**config.mk**
```make
export PLATFORM = sky130hd
export DESIGN_NAME = hpps_sup
export DESIGN_NICKNAME = d
export VERILOG_FILES = /design/src/shared/hpps_pkg.sv /design/src/design/hpps_ema.sv /design/src/design/hpps_sup.sv
export SDC_FILE = /design/constraint.sdc
export NUM_CORES = 2
export LEC_CHECK = 0
export BUFFER_PORTS_ARGS = -buffer_cell sky130_fd_sc_hd__buf_2
export CORE_AREA = 2 2 264 266
export CTS_CLUSTER_SIZE = 40
export DETAILED_ROUTE_END_ITERATION = 8
export DIE_AREA = 0 0 266 268
export PLACE_DENSITY_LB_ADDON = 0.05
export SYNTH_ARGS = -nofsm -noshare
export SYNTH_HDL_FRONTEND = slang
export SYNTH_SLANG_ARGS = --single-unit
```
**constraint.sdc**
```tcl
create_clock -name clk_sys_in -period 7.3 [get_ports clk_sys_in]
set_input_delay 0.365 -clock clk_sys_in [delete_from_list [all_inputs] [get_ports clk_sys_in]]
set_output_delay 0.365 -clock clk_sys_in [all_outputs]
set_load 0.02 [all_outputs]
```
**src/shared/hpps_pkg.sv**
```systemverilog
// Constants and types for the hub port power supervisor
package hpps_pkg;
  localparam int NPORT = 8;
  localparam int NCH = 17;
  localparam int SW = 16;
  localparam int CLK_PERIOD_NS = 40;
  localparam int SLOT_NS = 140000;
  localparam int SLOT_CYC = (SLOT_NS + CLK_PERIOD_NS - 1) / CLK_PERIOD_NS;
  localparam logic [11:0] SLOT_LAST = 12'(SLOT_CYC - 1);
  localparam int TICK_NS = 1000000;
  localparam int TICK_CYC_DEF = TICK_NS / CLK_PERIOD_NS;
  localparam int TICK_US = TICK_NS / 1000;
  localparam int OC_DELAY_US = 1000;
  localparam int REC_DELAY_US = 70000;
  localparam int CYCLE_OFF_US = 100000;
  // One extra tick covers the unknown phase of the tick divider
  localparam logic [6:0] OC_TICKS = 7'((OC_DELAY_US + TICK_US - 1) / TICK_US + 1);
  localparam logic [6:0] REC_TICKS = 7'((REC_DELAY_US + TICK_US - 1) / TICK_US + 1);
  localparam logic [6:0] CYCLE_TICKS = 7'((CYCLE_OFF_US + TICK_US - 1) / TICK_US + 1);
  localparam logic [1:0] OV_RUN = 2'h3;
  localparam int FILT_SHIFT = 2;
  localparam logic [4:0] CH_SUPPLY = 5'h10;
  localparam logic [7:0] REG_CTRL = 8'h00;
  localparam logic [7:0] REG_PORT_EN = 8'h04;
  localparam logic [7:0] REG_PORT_MODE = 8'h08;
  localparam logic [7:0] REG_OC_FLAGS = 8'h0C;
  localparam logic [7:0] REG_STATUS = 8'h10;
  localparam logic [7:0] REG_OV_THRESH = 8'h14;
  localparam logic [7:0] REG_LIMIT_BASE = 8'h20;
  localparam logic [7:0] REG_MEAS_BASE = 8'h40;
  localparam logic [7:0] REG_MEAS_END = 8'h84;
  localparam int CTRL_TOGGLE_BIT = 0;
  localparam int CTRL_UPMODE_LSB = 1;
  localparam logic CTRL_TOGGLE_RST = 1'b1;
  localparam logic [7:0] PORT_EN_RST = 8'hFF;
  localparam logic [15:0] PORT_MODE_RST = 16'h0000;
  localparam logic [15:0] OV_THRESH_RST = 16'h02A3;
  localparam logic [11:0] LIMIT_RST = 12'hFFF;
  localparam int SY_BUSPWR = 0;
  localparam int SY_CTRL = 1;
  localparam int SY_UP1C = 2;
  localparam int SY_UP2C = 3;
  localparam int SY_UP1E = 4;
  localparam int SY_UP2E = 5;
  localparam int NSYNC = 6;
  typedef enum logic [1:0] {CFG_SDP, CFG_CDP, CFG_CDP_DCP, CFG_DCP} hpps_cfg_t;
  typedef enum logic [1:0] {OFFER_NONE, OFFER_SDP, OFFER_CDP, OFFER_DCP} hpps_offer_t;
  typedef enum logic [1:0] {UP_AUTO, UP_FIRST, UP_SECOND} hpps_up_mode_t;
  typedef enum logic [1:0] {LINK_CTRL, LINK_UP_FIRST, LINK_UP_SECOND} hpps_link_t;
  typedef enum logic {TG_IDLE, TG_OFF} hpps_tg_t;
endpackage

```
**src/design/hpps_ema.sv**
```systemverilog
// Per-channel exponential moving average filter
`timescale 1ns/1ns
module hpps_ema (
  input  wire logic                     clk_sys_in,
  input  wire logic                     arst_n_in,
  input  wire logic                     upd_in,
  input  wire logic [4:0]               ch_in,
  input  wire logic [hpps_pkg::SW-1:0]  sample_in,
  input  wire logic [4:0]               rd_ch_in,
  output logic      [hpps_pkg::SW-1:0]  rd_val_out
);
  import hpps_pkg::*;

  typedef struct packed {
    logic [NCH-1:0][SW-1:0] acc;
  } hpps_ema_t;

  hpps_ema_t r;
  hpps_ema_t next_r;
  logic signed [SW:0] diff;
  logic signed [SW:0] step;

  always_comb begin
    next_r = r;
    diff = $signed({sample_in[SW-1], sample_in}) - $signed({r.acc[ch_in][SW-1], r.acc[ch_in]});
    step = diff >>> FILT_SHIFT;
    if (upd_in && ch_in < 5'(NCH)) begin
      next_r.acc[ch_in] = r.acc[ch_in] + step[SW-1:0];
    end
  end

  always_ff @(posedge clk_sys_in or negedge arst_n_in) begin
    if (!arst_n_in) begin
      r <= '0;
    end else begin
      r <= next_r;
    end
  end

  assign rd_val_out = (rd_ch_in < 5'(NCH)) ? r.acc[rd_ch_in] : '0;
endmodule

```
**src/design/hpps_sup.sv**
```systemverilog
// Port power supervisor: charging modes, measurement, faults, host select
//Contract
//- SDP/CDP with enumeration, DCP without it
//- Auto power toggle enabled out of reset
//- Toggle SDP/CDP port power on enumeration change
//- SDP port unpowered while not enumerated
//- CDP/DCP port: CDP enumerated, else DCP
//- Sample all port voltages, currents, supply voltage
//- Voltage then current per port, then next
//- Each conversion slot lasts 140 us
//- Filter adds quarter of sample error
//- Step settles 10% in 8, 1% in 16
//- Raw current sample above limit trips port
//- Trip sets flag, power off after delay
//- Three bad samples in a row cut power
//- Power returns after recovery delay once clear
//- Bus-powered system keeps all ports off
//- Control cable present: control link on it
//- Otherwise control link shares active upstream
//- Control port never carries hub traffic
//- Exactly one upstream host drives downstream
//- Automatic selection prefers first upstream port
//- Fault recovery delay about 70 ms
//- Overcurrent disable delay 1 to 2 ms
//- Twelve-bit current limit per port
`timescale 1ns/1ns
module hpps_sup #(
  parameter int unsigned TICK_CYC = hpps_pkg::TICK_CYC_DEF
) (
  input  wire logic                     clk_sys_in,
  input  wire logic                     arst_n_in,
  input  wire logic [7:0]               reg_addr_in,
  input  wire logic [31:0]              reg_wdata_in,
  input  wire logic                     reg_wr_in,
  input  wire logic                     reg_rd_in,
  output logic      [31:0]              reg_rdata_out,
  output logic                          adc_start_out,
  output logic      [4:0]               adc_chan_out,
  input  wire logic [hpps_pkg::SW-1:0]  adc_data_in,
  input  wire logic                     bus_powered_in,
  input  wire logic                     ctrl_cable_in,
  input  wire logic                     upstream_port_first_conn_in,
  input  wire logic                     upstream_port_second_conn_in,
  input  wire logic                     upstream_port_first_enum_in,
  input  wire logic                     upstream_port_second_enum_in,
  output logic      [hpps_pkg::NPORT-1:0] port_power_out,
  output logic      [15:0]              port_offer_out,
  output logic                          host_sel_out,
  output logic      [1:0]               link_route_out
);
  import hpps_pkg::*;

  typedef struct packed {
    logic [NSYNC-1:0]        s1;
    logic [NSYNC-1:0]        s2;
    logic [NSYNC-1:0]        s3;
    logic [NSYNC-1:0]        sy;
    logic [11:0]             slot_cnt;
    logic [4:0]              ch;
    logic                    start;
    logic [15:0]             tick_cnt;
    logic                    tick;
    logic                    toggle_en;
    logic [1:0]              up_mode;
    logic [7:0]              port_en;
    logic [15:0]             port_mode;
    logic [15:0]             ovth;
    logic [7:0][11:0]        limit;
    logic [7:0]              oc_flag;
    logic [7:0]              oc_pend;
    logic [7:0]              oc_off;
    logic [7:0]              ov_off;
    logic [7:0][6:0]         oc_tmr;
    logic [7:0][6:0]         rec_tmr;
    logic [7:0][1:0]         ov_run;
    logic                    prev_enum;
    hpps_tg_t                tg;
    logic [6:0]              tg_tmr;
    logic [7:0]              tg_mask;
    logic [7:0]              pwr;
    logic [15:0]             offer;
    logic                    host_sel;
    logic [1:0]              route;
    logic [31:0]             rdata;
  } hpps_state_t;

  hpps_state_t r;
  hpps_state_t next_r;
  logic        upd;
  logic        enm;
  logic [2:0]  up;
  logic [4:0]  rd_ch;
  logic [15:0] meas_val;
  logic        bad;
  logic        over;

  function automatic hpps_offer_t offer_f(input logic [1:0] cfg, input logic en);
    if (en) begin
      offer_f = (cfg == CFG_CDP || cfg == CFG_CDP_DCP) ? OFFER_CDP : OFFER_SDP;
    end else begin
      offer_f = (cfg == CFG_SDP) ? OFFER_NONE : OFFER_DCP;
    end
  endfunction

  function automatic logic in_win(input logic [7:0] a, input logic [7:0] lo,
                                  input logic [7:0] hi);
    in_win = (a >= lo) && (a < hi);
  endfunction

  assign upd = (r.slot_cnt == SLOT_LAST);
  assign up = r.ch[3:1];
  assign enm = r.host_sel ? r.sy[SY_UP2E] : r.sy[SY_UP1E];
  assign rd_ch = 5'((reg_addr_in - REG_MEAS_BASE) >> 2);
  assign over = $signed(adc_data_in) > $signed({4'h0, r.limit[up]});
  assign bad = r.ch[0] ? adc_data_in[SW-1] : ($signed(adc_data_in) > $signed(r.ovth));

  hpps_ema u_ema (
    .clk_sys_in (clk_sys_in),
    .arst_n_in  (arst_n_in),
    .upd_in     (upd),
    .ch_in      (r.ch),
    .sample_in  (adc_data_in),
    .rd_ch_in   (rd_ch),
    .rd_val_out (meas_val)
  );

  always_comb begin
    next_r = r;
    // Three stages; a change counts once the last two agree
    next_r.s1 = {upstream_port_second_enum_in, upstream_port_first_enum_in,
                 upstream_port_second_conn_in, upstream_port_first_conn_in,
                 ctrl_cable_in, bus_powered_in};
    next_r.s2 = r.s1;
    next_r.s3 = r.s2;
    for (int i = 0; i < NSYNC; i++) begin
      if (r.s2[i] == r.s3[i]) begin
        next_r.sy[i] = r.s2[i];
      end
    end

    // Millisecond tick for the slow timers
    next_r.tick = 1'b0;
    if (r.tick_cnt == 16'(TICK_CYC - 1)) begin
      next_r.tick_cnt = '0;
      next_r.tick = 1'b1;
    end else begin
      next_r.tick_cnt = r.tick_cnt + 16'h0001;
    end

    // Fixed slot sequencer over all ports, then the supply
    next_r.start = upd;
    if (upd) begin
      next_r.slot_cnt = '0;
      next_r.ch = (r.ch == CH_SUPPLY) ? 5'h00 : r.ch + 5'h01;
    end else begin
      next_r.slot_cnt = r.slot_cnt + 12'h001;
    end

    // Slow timers
    for (int p = 0; p < NPORT; p++) begin
      if (r.tick && r.oc_pend[p]) begin
        if (r.oc_tmr[p] == 7'h01) begin
          next_r.oc_pend[p] = 1'b0;
          next_r.oc_off[p] = 1'b1;
        end
        next_r.oc_tmr[p] = r.oc_tmr[p] - 7'h01;
      end
      if (r.tick && r.ov_off[p] && r.ov_run[p] == 2'h0) begin
        if (r.rec_tmr[p] == 7'h01) begin
          next_r.ov_off[p] = 1'b0;
        end
        next_r.rec_tmr[p] = r.rec_tmr[p] - 7'h01;
      end
    end

    // Per-sample fault checks on raw data
    if (upd && r.ch != CH_SUPPLY) begin
      if (r.ch[0] && over && !r.oc_pend[up] && !r.oc_off[up]) begin
        next_r.oc_pend[up] = 1'b1;
        next_r.oc_tmr[up] = OC_TICKS;
      end
      if (bad) begin
        if (r.ov_run[up] != OV_RUN) begin
          next_r.ov_run[up] = r.ov_run[up] + 2'h1;
        end
        if (r.ov_run[up] >= OV_RUN - 2'h1) begin
          next_r.ov_off[up] = 1'b1;
        end
        // Any bad sample restarts the recovery wait
        next_r.rec_tmr[up] = REC_TICKS;
      end else begin
        next_r.ov_run[up] = 2'h0;
      end
    end

    // Enumeration change cycles power of SDP and CDP ports
    next_r.prev_enum = enm;
    case (r.tg)
      TG_IDLE: begin
        if (enm != r.prev_enum && r.toggle_en) begin
          next_r.tg = TG_OFF;
          next_r.tg_tmr = CYCLE_TICKS;
          for (int p = 0; p < NPORT; p++) begin
            next_r.tg_mask[p] = r.port_mode[2*p +: 2] != CFG_DCP;
          end
        end
      end
      TG_OFF: begin
        if (enm != r.prev_enum) begin
          next_r.tg_tmr = CYCLE_TICKS;
        end else if (r.tick) begin
          next_r.tg_tmr = r.tg_tmr - 7'h01;
          if (r.tg_tmr == 7'h01) begin
            next_r.tg = TG_IDLE;
          end
        end
      end
      default: next_r.tg = TG_IDLE;
    endcase

    // Power and offered charging mode per port
    for (int p = 0; p < NPORT; p++) begin
      next_r.pwr[p] = r.port_en[p] && !r.sy[SY_BUSPWR]
                      && !r.oc_off[p] && !r.ov_off[p]
                      && !(r.tg == TG_OFF && r.tg_mask[p])
                      && !(r.port_mode[2*p +: 2] == CFG_SDP && !enm);
      next_r.offer[2*p +: 2] = offer_f(r.port_mode[2*p +: 2], enm);
    end

    // One host at a time; the control port only carries the control link
    if (r.up_mode == UP_FIRST) begin
      next_r.host_sel = 1'b0;
    end else if (r.up_mode == UP_SECOND) begin
      next_r.host_sel = 1'b1;
    end else begin
      next_r.host_sel = !r.sy[SY_UP1C];
    end
    if (r.sy[SY_CTRL]) begin
      next_r.route = LINK_CTRL;
    end else begin
      next_r.route = r.host_sel ? LINK_UP_SECOND : LINK_UP_FIRST;
    end

    // Register writes
    if (reg_wr_in) begin
      if (reg_addr_in == REG_CTRL) begin
        next_r.toggle_en = reg_wdata_in[CTRL_TOGGLE_BIT];
        next_r.up_mode = reg_wdata_in[CTRL_UPMODE_LSB +: 2];
      end else if (reg_addr_in == REG_PORT_EN) begin
        next_r.port_en = reg_wdata_in[7:0];
      end else if (reg_addr_in == REG_PORT_MODE) begin
        next_r.port_mode = reg_wdata_in[15:0];
      end else if (reg_addr_in == REG_OC_FLAGS) begin
        for (int p = 0; p < NPORT; p++) begin
          // A trip in the same cycle keeps the flag
          if (reg_wdata_in[p] && !(upd && r.ch[0] && over && up == 3'(p))) begin
            next_r.oc_flag[p] = next_r.oc_off[p] && !r.oc_off[p];
            next_r.oc_off[p] = next_r.oc_off[p] && !r.oc_off[p];
          end
        end
      end else if (reg_addr_in == REG_OV_THRESH) begin
        next_r.ovth = reg_wdata_in[15:0];
      end else if (in_win(reg_addr_in, REG_LIMIT_BASE, REG_MEAS_BASE)) begin
        next_r.limit[reg_addr_in[4:2]] = reg_wdata_in[11:0];
      end
    end
    if (upd && r.ch != CH_SUPPLY && r.ch[0] && over) begin
      next_r.oc_flag[up] = 1'b1;
    end

    // Register reads, data in the following cycle only
    next_r.rdata = '0;
    if (reg_rd_in) begin
      if (reg_addr_in == REG_CTRL) begin
        next_r.rdata = {29'h0, r.up_mode, r.toggle_en};
      end else if (reg_addr_in == REG_PORT_EN) begin
        next_r.rdata = {24'h0, r.port_en};
      end else if (reg_addr_in == REG_PORT_MODE) begin
        next_r.rdata = {16'h0, r.port_mode};
      end else if (reg_addr_in == REG_OC_FLAGS) begin
        next_r.rdata = {24'h0, r.oc_flag};
      end else if (reg_addr_in == REG_STATUS) begin
        next_r.rdata = {8'h0, r.sy[5:2], r.route, r.host_sel, enm, r.ov_off, r.pwr};
      end else if (reg_addr_in == REG_OV_THRESH) begin
        next_r.rdata = {16'h0, r.ovth};
      end else if (in_win(reg_addr_in, REG_LIMIT_BASE, REG_MEAS_BASE)) begin
        next_r.rdata = {20'h0, r.limit[reg_addr_in[4:2]]};
      end else if (in_win(reg_addr_in, REG_MEAS_BASE, REG_MEAS_END)) begin
        next_r.rdata = {{16{meas_val[SW-1]}}, meas_val};
      end
    end
  end

  always_ff @(posedge clk_sys_in or negedge arst_n_in) begin
    if (!arst_n_in) begin
      r <= '0;
      r.toggle_en <= CTRL_TOGGLE_RST;
      r.up_mode <= UP_AUTO;
      r.port_en <= PORT_EN_RST;
      r.port_mode <= PORT_MODE_RST;
      r.ovth <= OV_THRESH_RST;
      r.limit <= {NPORT{LIMIT_RST}};
      r.tg <= TG_IDLE;
    end else begin
      r <= next_r;
    end
  end

  assign reg_rdata_out = r.rdata;
  assign adc_start_out = r.start;
  assign adc_chan_out = r.ch;
  assign port_power_out = r.pwr;
  assign port_offer_out = r.offer;
  assign host_sel_out = r.host_sel;
  assign link_route_out = r.route;

  // Checking helpers
  logic [11:0] gap;
  logic        seen;
  always_ff @(posedge clk_sys_in or negedge arst_n_in) begin
    if (!arst_n_in) begin
      gap <= '0;
      seen <= 1'b0;
    end else begin
      gap <= adc_start_out ? 12'h000 : gap + 12'h001;
      seen <= seen | adc_start_out;
    end
  end
endmodule

```
==> out/metrics.cfg <==
[synthesis]
synth_area_sq_mm=0.03718
synth_edf_count=0
ys_ff_latch=699
ys_async_sr_fraction_pct=100.0
synth-simple-area-share_pct=12.32
synth_nets=3562
synthAdderAreaFrac_pct=4.146
synth_ff_type=dfrtp_1
synth-xor-area-share_pct=3.577
syn_inst=3379
yosysWarningCount=0
synth_top_family_by_area=multiplexers
synthMuxAreaShare_pct=18.44
ys_types=75
seq_area_frac_synth_pct=47.41
avgSynthCellArea_sq_um=11.00
synth_compound_area_share_pct=9.540

[power]
peakVddDrop_uv=200.4
power_density_mw_per_mm2=225.3
p_leak_nw=17.41
total_power_mw=9.225

[critical_path]
slowest_delay_ns=0.92
required_ns=7.81
crit_slowest_cell=dfrtp_4
crit_type=reg -> reg
cp_top_family=compound AO/OA/AOI/OAI gates
cp_num_buf_inv=1
ff2ff_setup_slack_ns=0.79
cp.arrival_ns=7.02
crit_top_cell=a221o_1
crit_chain=nor3_1 > and3_1 > a211oi_1 > ha_1 > and4_1 > a221o_1 > a221o_1 > a31oi_4 > o21ai_2 > or2_1 > xor2_1 > ha_1 > a21o_1 > a21o_1 > a221o_1 > xor2_1 > buf_4 > nor2_1 > mux2i_1 > nand2_1
path_max_fanout=52
crit_path_start_kind=flop
cp-end-kind=flop

[cts]
htreeDepth=3
cts-root-buf=clkbuf_16
postCtsResizedCells=0
cts.clk_slew.worst_paths_ns=0.06
cts_buffer_depth=3
cts_tree=yes
numCtsBuffers=78
cts.sinks=699
worstSkewPairLatency_ns=0.63
cts_setup_buffers=0
postCtsHoldBufs=11

[worst_hold_path]
holdCritPathClass=in -> reg

[cells_and_area]
final_nets=3572
fillers=5587
final_cell_count_no_fill=4339
utilization_pct=60.02
drive_gt1_share_pct=23.45
area_growth_pct=10.13
design_area_sq_mm=0.04095
layout_commonest_cell=dfrtp_1
mostFrequentLayoutCells=585 x dfrtp_1, 493 x nand2_1, 351 x o21ai_0, 198 x nor2_1, 195 x mux4_2

[timing]
hold_viol_final=0
rsz0062_at_grt=no
final_max_slew_viol_count=0
fin_tns_setup_ns=0
fin_crit_sh_pct=89.16
layout_setup_ws_ns=0.7915
layout_min_cycle_time_ns=6.509
slew_headroom_pct=12.30
finClkSkew_ns=0.02358
hold_ws_ns=0.05969
tightest_slew_ns=1.312
timing.fmax_mhz=153.6
setup_viol=0

[status]
status=finished, final reports clean

[placed_design]
pre_cts_ws_ns=0.8707
io_buffers=114
gp_congestion=0.9187
placed_cell_area_sq_mm=0.03814
dp.cells=4180
dpl.hpwl_um=74830

[floorplanning]
rows=96
die_h_um=268
die_x_um=266
die_area_sq_mm=0.07129
top_level_ports=131
core_area_sq_mm=0.06823
initial_core_util_pct=54.50

[routing]
via_count=27156
drtIter0Drc=2583
avgViaCountPerCell=6.259
firstDrtPassIters=5
antenna_left=0
drt-wirelength-per-cell_um=25.63
postRouteWirelength_um=111200
drcViolationCount=0

[grt]
grt_pass1_vias=27383
overflow=0
grt_max_degree=174
grt_antenna_before_repair=3
grt_pass1_wl_um=169000
grtUsageTotal_pct=31.59

[run]
drv_cap=0

==> final timing paths <==
path	from	to	depth (start not counted)
worst min register to register	next_r[422]	next_r[416]	0
worst max register to register	adc_chan_out[2]	u_ema.r[31]	20
max in group asynchronous	arst_n_in	u_ema.r[95]	3
worst max-delay path	adc_chan_out[2]	u_ema.r[31]	20
worst min-delay path	reg_wdata_in[9]	r[341]	3
min in group asynchronous	arst_n_in	r[109]	2
==> metal layers <==
metal	GRT usage [%]	wire, um	up-vias	part of all wire, %
met2	51.78	53270	1054	48
met4	11.65	4351	2	3.9
li1	-	-	11979	-
met1	42.25	45570	13860	41
met5	0	13	-	0.012
met3	5.956	8011	261	7.2
==> kinds of logic after synthesis <==
kind of cell,Yosys count
mux,421
xor+xnor,151
buf+inv,360
fa+ha+maj,124
compound gates,613
flops,699
simple gates,1011
==> tightest hold or removal path, delay by kind of cell <==
family | cells | cell delay (ns)
and+or+nand+nor | 1 | 0.07
AOI/OAI and AO/OA | 1 | 0.07
buffers and inverters | 1 | 0.17
==> state kept, by name (all words and copies together), names as in the netlist <==
register,flops
port_offer_out,16
adc_start_out,1
r,357
next_r,12
port_power_out,8
u_ema.r,272
adc_chan_out,5
host_sel_out,1
reg_rdata_out,25
link_route_out,2
==> cells in the mapped netlist (26+ instances only) <==
| master | n | area (sq um) |
|---|---|---|
| o21ai_0 | 351 | 1757 |
| buf_4 | 72 | 540.5 |
| a21o_1 | 26 | 195.2 |
| nor2_1 | 198 | 743.2 |
| xnor2_1 | 73 | 639.4 |
| dfrtp_1 | 589 | 14740 |
| inv_1 | 98 | 367.9 |
| mux4_2 | 195 | 4392 |
| mux2i_1 | 65 | 650.6 |
| nand3_1 | 43 | 215.2 |
| dfstp_2 | 110 | 2890 |
| buf_2 | 39 | 195.2 |
| nand2_1 | 493 | 1851 |
| a21oi_1 | 88 | 440.4 |
| ha_1 | 116 | 1451 |
| xor2_1 | 77 | 674.4 |
| mux2_2 | 160 | 1802 |
| nor3_1 | 79 | 395.4 |
| clkbuf_1 | 125 | 469.2 |
==> report_power, final <==
part	total [mW]	switching, mW	internal, mW
logic	0.900	0.547	0.353
clock network	4.09	1.63	2.46
registers	4.24	0.126	4.11
==> layout make-up <==
cell class | count | area, sq um | area share (%)
diodes | 3 | 7.507 | 0.01833
multi-input cells | 2320 | 17900 | 43.71
clock buffers | 112 | 2313 | 5.650
repair buffers | 190 | 1237 | 3.022
clock inverters | 33 | 369.1 | 0.9014
well taps | 882 | 1104 | 2.695
inverters | 100 | 375.4 | 0.9167
flip-flops and latches | 699 | 17640 | 43.08
Power figures use the tool's default switching activity.
